==> config.mk <==
export PLATFORM = sky130hd
export DESIGN_NAME = ahtc_top
export DESIGN_NICKNAME = d
export VERILOG_FILES = /design/src/ahtc_pkg.sv /design/src/ahtc_top.sv
export SDC_FILE = /design/constraint.sdc
export NUM_CORES = 1
export LEC_CHECK = 0
export BUFFER_PORTS_ARGS = -buffer_cell sky130_fd_sc_hd__buf_2
export CORE_ASPECT_RATIO = 2
export CORE_MARGIN = 4
export CORE_UTILIZATION = 56
export DETAILED_ROUTE_END_ITERATION = 16
export GPL_ROUTABILITY_DRIVEN = 0
export HOLD_SLACK_MARGIN = 0.05
export PLACE_DENSITY = 0.81
export SETUP_SLACK_MARGIN = 0.02
export SYNTH_ARGS = -nofsm -noshare
export SYNTH_HDL_FRONTEND = slang
export SYNTH_SLANG_ARGS = --single-unit
==> constraint.sdc <==
create_clock -name ref_clk -period 4.4 [get_ports ref_clk]
set_clock_uncertainty 0.05 [all_clocks]
set_input_delay 0.44 -clock ref_clk [delete_from_list [all_inputs] [get_ports ref_clk]]
set_output_delay 0.44 -clock ref_clk [all_outputs]
set_load 0.05 [all_outputs]
==> src/ahtc_pkg.sv <==
// constants shared by the angle hysteresis and turns counter block
// assumes a 14-bit compensated angle and a signed turns count from the low-power path
package ahtc_pkg;
   localparam int ANGLE_W = 14;
   localparam int WIN_W = 6;
   localparam int READBACK_W = 12;
   localparam int TURN_W = 12;
   // register offsets
   localparam logic [5:0] OUT_CFG_OFS = 6'h19;
   localparam logic [5:0] CMD_OFS = 6'h1e;
   localparam logic [5:0] WARN_OFS = 6'h26;
   // field positions
   localparam int ROUTE_EN_BIT = 12;
   localparam int WARN_TURN_BIT = 0;
   localparam int CMD_SPECIAL_LSB = 12;
   localparam logic [3:0] CMD_TURN_RESET = 4'h1;
   // reset values
   localparam logic [15:0] OUT_CFG_RST = 16'h0000;
   // saturation limits, 45 and 180 degree modes
   localparam logic signed [TURN_W-1:0] LIM45_POS = 12'sd2047;
   localparam logic signed [TURN_W-1:0] LIM45_NEG = -12'sd2048;
   localparam logic signed [TURN_W-1:0] LIM180_POS = 12'sd511;
   localparam logic signed [TURN_W-1:0] LIM180_NEG = -12'sd512;
   typedef enum logic [1:0] {AHTC_FWD = 2'b00, AHTC_HOLD = 2'b01} ahtc_track_e;
endpackage

==> src/ahtc_top.sv <==
// angle hysteresis filter and turns counter
// assumes sample strobes and register write strobes are synchronous to ref_clk
`timescale 1ns/1ps
module ahtc_top (
   // clock, reset, enable
   input wire logic ref_clk,
   input wire logic sys_rst,
   input wire logic clk_en,
   // compensated angle stream
   input wire logic angle_valid,
   input wire logic [13:0] comp_angle,
   // low-power turn path steps, one-cycle pulses
   input wire logic turn_step_up,
   input wire logic turn_step_down,
   // register write port
   input wire logic reg_wr,
   input wire logic [5:0] reg_addr,
   input wire logic [15:0] reg_wdata,
   // nonvolatile window width and step select
   input wire logic [5:0] angle_window_width,
   input wire logic turn_step_select,
   // outputs
   output logic [13:0] out_angle,
   output logic [11:0] filtered_angle_readback,
   output logic rotation_head_flag,
   output logic filtered_angle_route_enable,
   output logic signed [11:0] turn_count,
   output logic turn_warning
);
   logic [13:0] held;
   logic head_dec;
   logic started;
   logic [15:0] out_cfg;
   ahtc_pkg::ahtc_track_e track;

   // signed modulo distance from held output to new angle
   wire logic [13:0] diff = comp_angle - held;
   wire logic signed [13:0] sdiff = $signed(diff);
   wire logic [13:0] win = {8'h00, angle_window_width};
   wire logic signed [14:0] swin = $signed({1'b0, win});
   wire logic signed [14:0] sd = {sdiff[13], sdiff};
   // motion along head direction, or past the window in the other one
   wire logic fwd = head_dec ? (sd < 0) : (sd > 0);
   wire logic back_out = head_dec ? (sd > swin) : (sd < -swin);
   wire logic zero_win = (angle_window_width == 6'h00);
   wire logic take = !started || zero_win || fwd || back_out;
   // a zero window still tracks direction, any move lands outside it
   wire logic next_head = back_out && started ? !head_dec : head_dec;
   wire logic [13:0] next_held = take ? comp_angle : held;
   // angle, readback and head flag outputs only move on a valid sample; idle cycles carry stale bus data
   wire logic smp = clk_en && angle_valid;

   // hysteresis tracker; start-up places window behind the first angle
   always_ff @(posedge ref_clk) begin
      if (sys_rst) begin
         held <= 14'h0000;
         head_dec <= 1'b0;
         started <= 1'b0;
         track <= ahtc_pkg::AHTC_FWD;
      end else if (clk_en && angle_valid) begin
         held <= next_held;
         head_dec <= next_head;
         started <= 1'b1;
         track <= take ? ahtc_pkg::AHTC_FWD : ahtc_pkg::AHTC_HOLD;
      end
   end

   // register writes; output config word and command
   wire logic cfg_wr = reg_wr && (reg_addr == ahtc_pkg::OUT_CFG_OFS);
   wire logic cmd_wr = reg_wr && (reg_addr == ahtc_pkg::CMD_OFS);
   wire logic turn_clr = cmd_wr &&
      (reg_wdata[ahtc_pkg::CMD_SPECIAL_LSB +: 4] == ahtc_pkg::CMD_TURN_RESET);
   always_ff @(posedge ref_clk) begin
      if (sys_rst) begin
         out_cfg <= ahtc_pkg::OUT_CFG_RST;
      end else if (clk_en && cfg_wr) begin
         out_cfg <= reg_wdata;
      end
   end

   // saturation limits by step size
   wire logic signed [11:0] lim_pos = turn_step_select ? ahtc_pkg::LIM45_POS
      : ahtc_pkg::LIM180_POS;
   wire logic signed [11:0] lim_neg = turn_step_select ? ahtc_pkg::LIM45_NEG
      : ahtc_pkg::LIM180_NEG;
   wire logic up = turn_step_up && !turn_step_down;
   wire logic dn = turn_step_down && !turn_step_up;
   wire logic at_pos = turn_count >= lim_pos;
   wire logic at_neg = turn_count <= lim_neg;
   wire logic sat = (up && at_pos) || (dn && at_neg);
   wire logic signed [11:0] next_turn = turn_clr ? 12'sh000 : up && !at_pos ? turn_count + 12'sd1
      : dn && !at_neg ? turn_count - 12'sd1 : turn_count;

   // turns count and sticky warning; a clear is followed by fresh counting
   always_ff @(posedge ref_clk) begin
      if (sys_rst) begin
         turn_count <= 12'sh000;
         turn_warning <= 1'b0;
      end else if (clk_en) begin
         turn_count <= next_turn;
         turn_warning <= turn_clr ? 1'b0 : (turn_warning | sat);
      end
   end

   // registered outputs
   always_ff @(posedge ref_clk) begin
      if (sys_rst) begin
         out_angle <= 14'h0000;
         filtered_angle_readback <= 12'h000;
         rotation_head_flag <= 1'b0;
      end else if (smp) begin
         out_angle <= out_cfg[ahtc_pkg::ROUTE_EN_BIT] ? next_held : comp_angle;
         filtered_angle_readback <= next_held[13:2];
         rotation_head_flag <= next_head;
      end
   end

   // route flag mirrors the config bit; a route change shows at the next enabled cycle
   always_ff @(posedge ref_clk) begin
      if (sys_rst) begin
         filtered_angle_route_enable <= 1'b0;
      end else if (clk_en) begin
         filtered_angle_route_enable <= out_cfg[ahtc_pkg::ROUTE_EN_BIT];
      end
   end

   a_route_sel: assert property (@(posedge ref_clk) disable iff (sys_rst)
      smp && !out_cfg[ahtc_pkg::ROUTE_EN_BIT] |=> out_angle == $past(comp_angle))
      else $error("raw angle not routed");
   a_turn_clear: assert property (@(posedge ref_clk) disable iff (sys_rst)
      clk_en && turn_clr |=> turn_count == 0 && !turn_warning)
      else $error("turn clear failed");
   a_turn_sticky: assert property (@(posedge ref_clk) disable iff (sys_rst)
      clk_en && sat && !turn_clr |=> turn_warning)
      else $error("warning not set");
   a_turn_limit: assert property (@(posedge ref_clk) disable iff (sys_rst)
      turn_count <= ahtc_pkg::LIM45_POS && turn_count >= ahtc_pkg::LIM45_NEG)
      else $error("turn count out of range");
   a_zero_pass: assert property (@(posedge ref_clk) disable iff (sys_rst)
      clk_en && angle_valid && zero_win |=> held == $past(comp_angle))
      else $error("zero window not transparent");
   a_hold_rev: assert property (@(posedge ref_clk) disable iff (sys_rst)
      clk_en && angle_valid && started && !zero_win && !fwd && !back_out |=> $stable(held))
      else $error("output moved inside window");
   a_head_flip: assert property (@(posedge ref_clk) disable iff (sys_rst)
      clk_en && angle_valid && started && !zero_win && back_out |=> head_dec != $past(head_dec))
      else $error("head not flipped");
   a_dir_flag: assert property (@(posedge ref_clk) disable iff (sys_rst)
      clk_en |=> rotation_head_flag == head_dec)
      else $error("direction flag mismatch");

   // filtered angle routed when enabled
   a_route_filt: assert property (@(posedge ref_clk) disable iff (sys_rst)
      smp && out_cfg[ahtc_pkg::ROUTE_EN_BIT] |=> out_angle == $past(next_held))
      else $error("filtered angle not routed");

   // readback is the filtered angle at reduced resolution
   a_readback_bits: assert property (@(posedge ref_clk) disable iff (sys_rst)
      smp |=> filtered_angle_readback == $past(next_held[13:2]))
      else $error("readback bits wrong");

   // forward motion passes straight through
   a_fwd_follow: assert property (@(posedge ref_clk) disable iff (sys_rst)
      smp && started && fwd |=> held == $past(comp_angle))
      else $error("forward angle not followed");

   // first sample adopted with increasing head
   a_first_adopt: assert property (@(posedge ref_clk) disable iff (sys_rst)
      smp && !started |=> held == $past(comp_angle) && !head_dec)
      else $error("first angle not adopted");

   // low enable freezes the filter
   a_freeze_angle: assert property (@(posedge ref_clk) disable iff (sys_rst)
      !clk_en |=> $stable(held) && $stable(out_angle) && $stable(head_dec))
      else $error("filter moved while frozen");

   // low enable freezes the counter
   a_freeze_turns: assert property (@(posedge ref_clk) disable iff (sys_rst)
      !clk_en |=> $stable(turn_count) && $stable(turn_warning))
      else $error("counter moved while frozen");

   // no sample, no filter movement
   a_no_sample: assert property (@(posedge ref_clk) disable iff (sys_rst)
      clk_en && !angle_valid |=> $stable(held) && $stable(head_dec))
      else $error("filter moved without sample");

   // idle cycles keep the routed angle
   a_raw_hold: assert property (@(posedge ref_clk) disable iff (sys_rst)
      clk_en && !angle_valid |=> $stable(out_angle))
      else $error("output angle moved without sample");

   // idle cycles keep the readback
   a_readback_hold: assert property (@(posedge ref_clk) disable iff (sys_rst)
      clk_en && !angle_valid |=> $stable(filtered_angle_readback))
      else $error("readback moved without sample");

   // idle cycles keep the direction flag
   a_flag_hold: assert property (@(posedge ref_clk) disable iff (sys_rst)
      clk_en && !angle_valid |=> $stable(rotation_head_flag))
      else $error("direction flag moved without sample");

   // head only flips on an exit behind it
   a_head_keep: assert property (@(posedge ref_clk) disable iff (sys_rst)
      smp && !back_out |=> head_dec == $past(head_dec))
      else $error("head flipped without exit");

   // tracker state follows the take decision
   a_track_code: assert property (@(posedge ref_clk) disable iff (sys_rst)
      smp |=> (track == ahtc_pkg::AHTC_HOLD) == !$past(take))
      else $error("tracker state wrong");

   // reset state of filter and counter
   a_reset_state: assert property (@(posedge ref_clk)
      sys_rst |=> !started && !head_dec && turn_count == 12'sh000 && !turn_warning)
      else $error("reset state wrong");

   // single up step counts one
   a_count_up: assert property (@(posedge ref_clk) disable iff (sys_rst)
      clk_en && up && !at_pos && !turn_clr |=> turn_count == $past(turn_count) + 12'sd1)
      else $error("up step not counted");

   // single down step counts one
   a_count_down: assert property (@(posedge ref_clk) disable iff (sys_rst)
      clk_en && dn && !at_neg && !turn_clr |=> turn_count == $past(turn_count) - 12'sd1)
      else $error("down step not counted");

   // positive limit holds in 45-degree mode
   a_lim_pos45: assert property (@(posedge ref_clk) disable iff (sys_rst)
      clk_en && turn_step_select && up && turn_count == ahtc_pkg::LIM45_POS && !turn_clr
      |=> turn_count == ahtc_pkg::LIM45_POS)
      else $error("45 positive limit wrapped");

   // negative limit holds in 45-degree mode
   a_lim_neg45: assert property (@(posedge ref_clk) disable iff (sys_rst)
      clk_en && turn_step_select && dn && turn_count == ahtc_pkg::LIM45_NEG && !turn_clr
      |=> turn_count == ahtc_pkg::LIM45_NEG)
      else $error("45 negative limit wrapped");

   // positive limit holds in 180-degree mode
   a_lim_pos180: assert property (@(posedge ref_clk) disable iff (sys_rst)
      clk_en && !turn_step_select && up && turn_count == ahtc_pkg::LIM180_POS && !turn_clr
      |=> turn_count == ahtc_pkg::LIM180_POS)
      else $error("180 positive limit wrapped");

   // negative limit holds in 180-degree mode
   a_lim_neg180: assert property (@(posedge ref_clk) disable iff (sys_rst)
      clk_en && !turn_step_select && dn && turn_count == ahtc_pkg::LIM180_NEG && !turn_clr
      |=> turn_count == ahtc_pkg::LIM180_NEG)
      else $error("180 negative limit wrapped");

   // warning stays until cleared
   a_warn_stays: assert property (@(posedge ref_clk) disable iff (sys_rst)
      clk_en && turn_warning && !turn_clr |=> turn_warning)
      else $error("warning dropped");

   // warning only raised by saturation
   a_warn_cause: assert property (@(posedge ref_clk) disable iff (sys_rst)
      clk_en && !turn_warning && !sat |=> !turn_warning)
      else $error("warning without saturation");

   // clear wins over a saturating step
   a_clear_wins: assert property (@(posedge ref_clk) disable iff (sys_rst)
      clk_en && turn_clr && sat |=> !turn_warning)
      else $error("clear lost to saturation");

   // idle turn path keeps the count
   a_count_idle: assert property (@(posedge ref_clk) disable iff (sys_rst)
      clk_en && !turn_step_up && !turn_step_down && !turn_clr |=> $stable(turn_count))
      else $error("count moved without step");

   // both step pulses together are ignored
   a_both_ignored: assert property (@(posedge ref_clk) disable iff (sys_rst)
      clk_en && turn_step_up && turn_step_down && !turn_clr |=> $stable(turn_count))
      else $error("conflicting steps counted");

   // config word takes the written data
   a_cfg_write: assert property (@(posedge ref_clk) disable iff (sys_rst)
      clk_en && cfg_wr |=> out_cfg == $past(reg_wdata))
      else $error("config write lost");

   // config word untouched by other cycles
   a_cfg_other: assert property (@(posedge ref_clk) disable iff (sys_rst)
      clk_en && !cfg_wr |=> $stable(out_cfg))
      else $error("config changed without write");

   // route flag mirrors the config bit
   a_route_flag: assert property (@(posedge ref_clk) disable iff (sys_rst)
      clk_en |=> filtered_angle_route_enable == $past(out_cfg[ahtc_pkg::ROUTE_EN_BIT]))
      else $error("route flag mismatch");
endmodule

---- Word level (Yosys, flattened, before mapping) ----
Cells that the tools add are included.
cells by class
  add/subtract/negate cells ............... 4
  magnitude comparators ................... 6
  eq/ne operators ......................... 3
  multiplexer cells ....................... 11
  bitwise gates (word level) .............. 1
  reductions and logical operators ........ 26
operators with widths
  operator               number
  $mux 12                3
  $mux 14                2
  $mux 11                2
  $lt 14x15->1           1
  $neg 6->15             1
  $gt 14x1->1 const B    1
  $gt 14x7->1            1
  $lt 14x1->1 const B    1
  $sub 14x14->14         1
  $add 12x2->12 const B  1
  $eq 6x5->1 const B     2
  $ge 12x12->1           1
  $le 12x12->1           1
  $logic_and 1x1->1      12
  $sub 12x2->12 const B  1
  $logic_not 1->1        6
  $logic_not 6->1        1
  $eq 4x1->1 const B     1
  $logic_or 1x1->1       4
  $mux 1                 4
  $reduce_and 2->1       2
  $reduce_bool 3->1      1
  $or 1x1->1             1
word-level totals
  flip-flop bits (word level) ............. 69
  input bits .............................. 50
  output and inout port bits .............. 41
  word-level logic and storage cells ...... 60

---- Depth between registers and ports, before layout ----
  depth in word-level cells ............... 7
  depth in mapped cells ................... 18
  gate-level depth less buffers ........... 17

---- Worst setup path after synthesis ----
Ideal clock, no wire load.
  path kind ............................... input -> register
  start ................................... in comp_angle[0]
  end ..................................... reg out_angle[10]
  setup time .............................. 0.074 ns
  arrival time ............................ 3.740 ns
  required time ........................... 4.276 ns
  path slack .............................. 0.536 ns
  stages .................................. 17
  path buffers ............................ 2
  path through ............................ inv_1 -> ha_1 -> fa_1 -> nor2b_1 -> o21ai_1 -> and2_1 -> o21ai_0 -> xor2_1 -> ha_1 -> o21ai_0 -> o21ba_2 -> maj3_1 -> o221ai_1 -> buf_2 -> clkbuf_4 -> nand4_1 -> a31oi_1
on the way
  cells in the longest elaborated chain, start to end .. 7
  elaborated cells on any way between the ends .. 11
  classes of those cells .................. add/sub: 1; order compare: 4; mux: 4; reduce/logical: 2
ends and longest elaborated chain
  what                                               RTL line         source
  start: declaration                                 ahtc_top.sv:11   input wire logic [13:0] comp_angle,
  $sub 14x14->14 (*)                                 ahtc_top.sv:37   wire logic [13:0] diff = comp_angle - held;
  $gt 14x1->1 / $lt 14x1->1 (equally long branches)  ahtc_top.sv:43   wire logic fwd = head_dec ? (sd < 0) : (sd > 0);
  $mux 1                                             ahtc_top.sv:43
  $logic_or 1x1->1                                   ahtc_top.sv:46   wire logic take = !started || zero_win || fwd || back_out;
  $logic_or 1x1->1 (*)                               ahtc_top.sv:46
  $mux 14 (*)                                        ahtc_top.sv:49   wire logic [13:0] next_held = take ? comp_angle : held;
  $mux 14 (*)                                        ahtc_top.sv:112  out_angle <= out_cfg[ahtc_pkg::ROUTE_EN_BIT] ? next_held : comp_angle;
  end signal: assignment                             ahtc_top.sv:112
  end: declaration                                   ahtc_top.sv:23   output logic [13:0] out_angle,
Mark *: on every way between the ends. The rest lies on a longest branch, timed or not.
A chain may end at the register's enable or synchronous reset.

---- Worst setup path after layout ----
  start ................................... reg held[2]
  end ..................................... reg out_angle[1]
on the way
  cells in the longest elaborated chain, start to end .. 7
  elaborated cells on any way between the ends .. 11
  classes of those cells .................. add/sub: 1; order compare: 4; mux: 4; reduce/logical: 2
ends and longest elaborated chain
  what                                               RTL line         source
  start: declaration                                 ahtc_top.sv:30   logic [13:0] held;
  start signal: assignment                           ahtc_top.sv:61   held <= next_held;
  $sub 14x14->14 (*)                                 ahtc_top.sv:37
  $gt 14x1->1 / $lt 14x1->1 (equally long branches)  ahtc_top.sv:43
  $mux 1                                             ahtc_top.sv:43
  $logic_or 1x1->1                                   ahtc_top.sv:46
  $logic_or 1x1->1 (*)                               ahtc_top.sv:46
  $mux 14 (*)                                        ahtc_top.sv:49
  $mux 14 (*)                                        ahtc_top.sv:112
Marked as above.

==> impl_results.md <==
* Tcrit/Tclk final at 93.38%
* Synth Area in XOR/XNOR at 3.595%
* F_max at between 200 and 250 MHz
* Chip height at 133.2 um
* CTS hold repair buffers at 0
* First DRT Iteration DRCs at around 190
* Min Tclk post-route at 4109 ps
* CP Launch Type: register
* Critical path capture point type: register
* Pre-CTS setup slack at -85.87 ps
* Flop pwr share at 29.4%
* Pin count of the biggest net entering global routing at 47
* First-pass GRT wire length at about 19000 um
* Status: completed
* Critical path arrival at ~4200 ps
* Mux contribution to synthesized area at 4.365%
* Worst-Margin Slew at 1135 ps
* Root Driver: clkbuf_16
* Site Rows at 45
* Dpl hpwl at 9040 um
* Max Root-Sink Buffers at 2
* Area growth syn-to-layout at 11.47%
* Primary FF master, synth: dfxtp_1
* Cell taking the most area after synthesis: dfxtp_1
* Largest cells by area after synthesis: dfxtp_1, ha_1, inv_1, nand2_1, mux2i_1
* GRT Overall Usage at between 20% and 30%
* #FFs+latches synth at 45
* RSZ-0062 raised after global routing: no
* Total congestion overflow at 0
* Layout cell share with drive strength beyond 1 at 17.99%
* Simple-gate share of the synthesized area at between 20 and 25%
* Setup-failing EPs final at 0
* Max VDD drop at 0.1715 mV
* Layout Nets at 715
* Total Power at ~0.0016 W
* Detailed-route via count at 4292
* Clock Sink Count at 45
* CTS tree: done
* Unique masters post-synth at 70
* Initial core utilization at 57.70%
* Final Hold Viols at 0
* Core area at 7601 sq um
* Post-Synth Adder-Cell Area at 14.27%
* Top-area cell type share of the netlist area at about a fifth
* Largest family of logic cells by synthesized area: compound AO/OA/AOI/OAI gates
* CP top delay family: compound AO/OA/AOI/OAI gates
* Drt wl/cell at 15.86 um
* Remaining antenna violation count after routing at 0
* Mean Syn Cell Area at approximately 7.8 sq um
* Number of global-route vias before repair at ~4200
* Total nets after synthesis at 662
* Complex-gate fraction of the synthesized area at 23.45%
* I/O pin total at between 90 and 100
* H-tree Lvls at 2
* Crit Path Class: reg2reg
* Final WS setup at 291.5 ps
* Clock Power Share at 26.7%
* Worst rel slew slack at 23.85%
* Sequential fraction of the synthesis area at 20.54%
* Port bufs at 78
* Mapped cell area at between 4000 and 5000 sq um
* Fraction of registers with async set/reset at 0%
* Maximum net fanout on the critical path at 29
* Combinational fraction of design power at 43.9%
* N_diodes at 0
* Post-synth EDFFs at 0
* Internal cell power at 0.0009610 W
* Slowest stage delay, CP at 380 ps
* CTS Buf Count at 5
* Via density at 6.037
* Die area at 9397 sq um
* First-pass detailed-route iteration total at 5
* WP data required at 4480 ps
* Sw Pwr at ~0.00065 W
* Warnings, synthesis at 0
* Post-Synthesis Cells at 564
* Total of max-cap violations at 0
* Worst-path cell chain: inv_1, ha_1, o21ai_0, a21oi_1, o41ai_2, o21bai_1, xor2_1, ha_1, o21a_1, o21ai_0, o21ba_2, maj3_1, o221ai_2, buf_4, a41o_1, a31oi_1
* Pwr Density at 329.1 nW/um^2
* Clk_lat worst skew at roughly 300 ps
* Clk pin slew, worst setup/hold paths at 60 ps
* Leakage at about 2.3 nW
* Slowest stage cell, crit path: dfxtp_1
* Count of pins over their slew limit at 0
* HP Class: in2reg
* Buf/Inv on CP at 2
* Die X at 70.58 um
* Sw Share at between 40% and 50%
* Post-Route WL at 11270 um
* Post-route DRC at 0
* Initial antenna violation count at 0
## what timing repair did
action	4_1_cts	5_1_grt
setup buffers	0	2
endpoints found under the setup margin	0	30
gates resized for setup	0	2
## logic make-up (layout without fill, tap and decap cells)
logic type,after synthesis,after routing
buffers and inverters,98,151
adder cells (fa/ha/maj),49,49
flip-flops,45,45
multiplexers,19,19
AND/OR/NAND/NOR,189,189
AO/OA/AOI/OAI,146,146
XOR/XNOR,18,18
## per-layer routing
layer,GRT usage (%),wire length (um)
met3,3.550,460
met4,14.33,528
met1,24.94,4146
met5,0,0
met2,45.09,6137
## cell usage after synthesis (3+ instances only)
master and count:
inv_1 55, nand2_1 49, ha_1 46, dfxtp_1 45, nor2_1 33, o21ai_0 33
a21oi_1 28, nand4_1 23, and2_1 21, mux2i_1 18, clkbuf_1 17, buf_4 16
a31oi_1 15, a41o_1 14, xnor2_1 12, nor3_1 10, nand2b_1 9, nand3_1 8
nor2b_1 7, or2_2 6, xor2_1 6, a21o_1 5, nor4_1 5, o21a_1 5
buf_6 4, nor4b_1 4, o21bai_1 4, o31ai_1 4, or3_1 4, a211oi_1 3
o2111ai_1 3, o211ai_1 3
## worst paths after layout
| check | startpoint | endpoint | slack [ps] | cells past startpoint |
|---|---|---|---|---|
| max | held[2] | out_angle[1] | 290 | 16 |
| min | reg_wdata[12] | out_cfg[12] | 350 | 3 |
| max reg2reg | held[2] | out_angle[1] | 290 | 16 |
| min reg2reg | held[0] | held[0] | 440 | 2 |
## area by class of cell
cell class | instances | area (sq um)
Timing Repair Buffer | 88 | 490.5
Sequential cell | 45 | 900.9
Tap cell | 94 | 117.6
Clock buffer | 5 | 125.1
Inverter | 56 | 210.2
Clock inverter | 2 | 35.03
Fill cell | 689 | 2713
Multi-Input combinational cell | 421 | 3009
## registers in the layout, indices dropped and copies added, names as in the netlist
register	flops
started	1
out_cfg	1
rotation_head_flag	1
out_angle	14
turn_count	12
held	14
turn_warning	1
filtered_angle_route_enable	1
## power by group through the flow
stage / Combinational [W] / Clock (W) / Sequential [W]
4_1_cts: 0.000697 / 0.000440 / 0.000473
3_3_place_gp: 0.000663 / 0 / 0.000480
2_1_floorplan: 0.000478 / 0 / 0.000552
3_5_place_dp: 0.000694 / 0 / 0.000482
6_report: 0.000706 / 0.000430 / 0.000473
5_1_grt: 0.000773 / 0.000451 / 0.000479
## per-stage QoR
step / cell area, sq um / util [%] / hold slack, ps / TNS [ps] / std cells
after floorplan: 4385 / - / 396.9 / 0 / 564
after global placement: 4691 / 61.71 / 420.1 / 0 / 702
after detailed placement: 4691 / 61.71 / 427.6 / -337.4 / 702
after CTS: 4851 / 63.82 / 355.7 / 0 / 709
after global routing: 4888 / 64.31 / 361.9 / 0 / 711
final: 4888 / 64.31 / 354.7 / 0 / 711
## worst reg2reg max path, cell delays in order (launching register included)
cell and delay (ps):
dfxtp_1 380, inv_1 70, ha_1 330, o21ai_0 280
a21oi_1 190, o41ai_2 380, o21bai_1 140, xor2_1 180
ha_1 310, o21a_1 110, o21ai_0 70, o21ba_2 220
maj3_1 340, o221ai_2 260, buf_4 330, a41o_1 220
a31oi_1 80
## cell usage in the layout (no fill, tap or decap), drive strengths merged, types with 5 or more instances in the layout
master	n
buf	88
nor2	33
nand4	23
nor2b	7
a21o	5
nand2	49
mux2i	18
xnor2	12
o21ai	36
a21oi	28
or2	6
dfxtp	45
and2	21
inv	55
nand2b	9
ha	46
a31oi	16
o21a	5
a41o	14
nor3	10
xor2	6
nor4	5
clkbuf	5
nand3	8
Note: power is estimated with default switching activity, not from simulation.
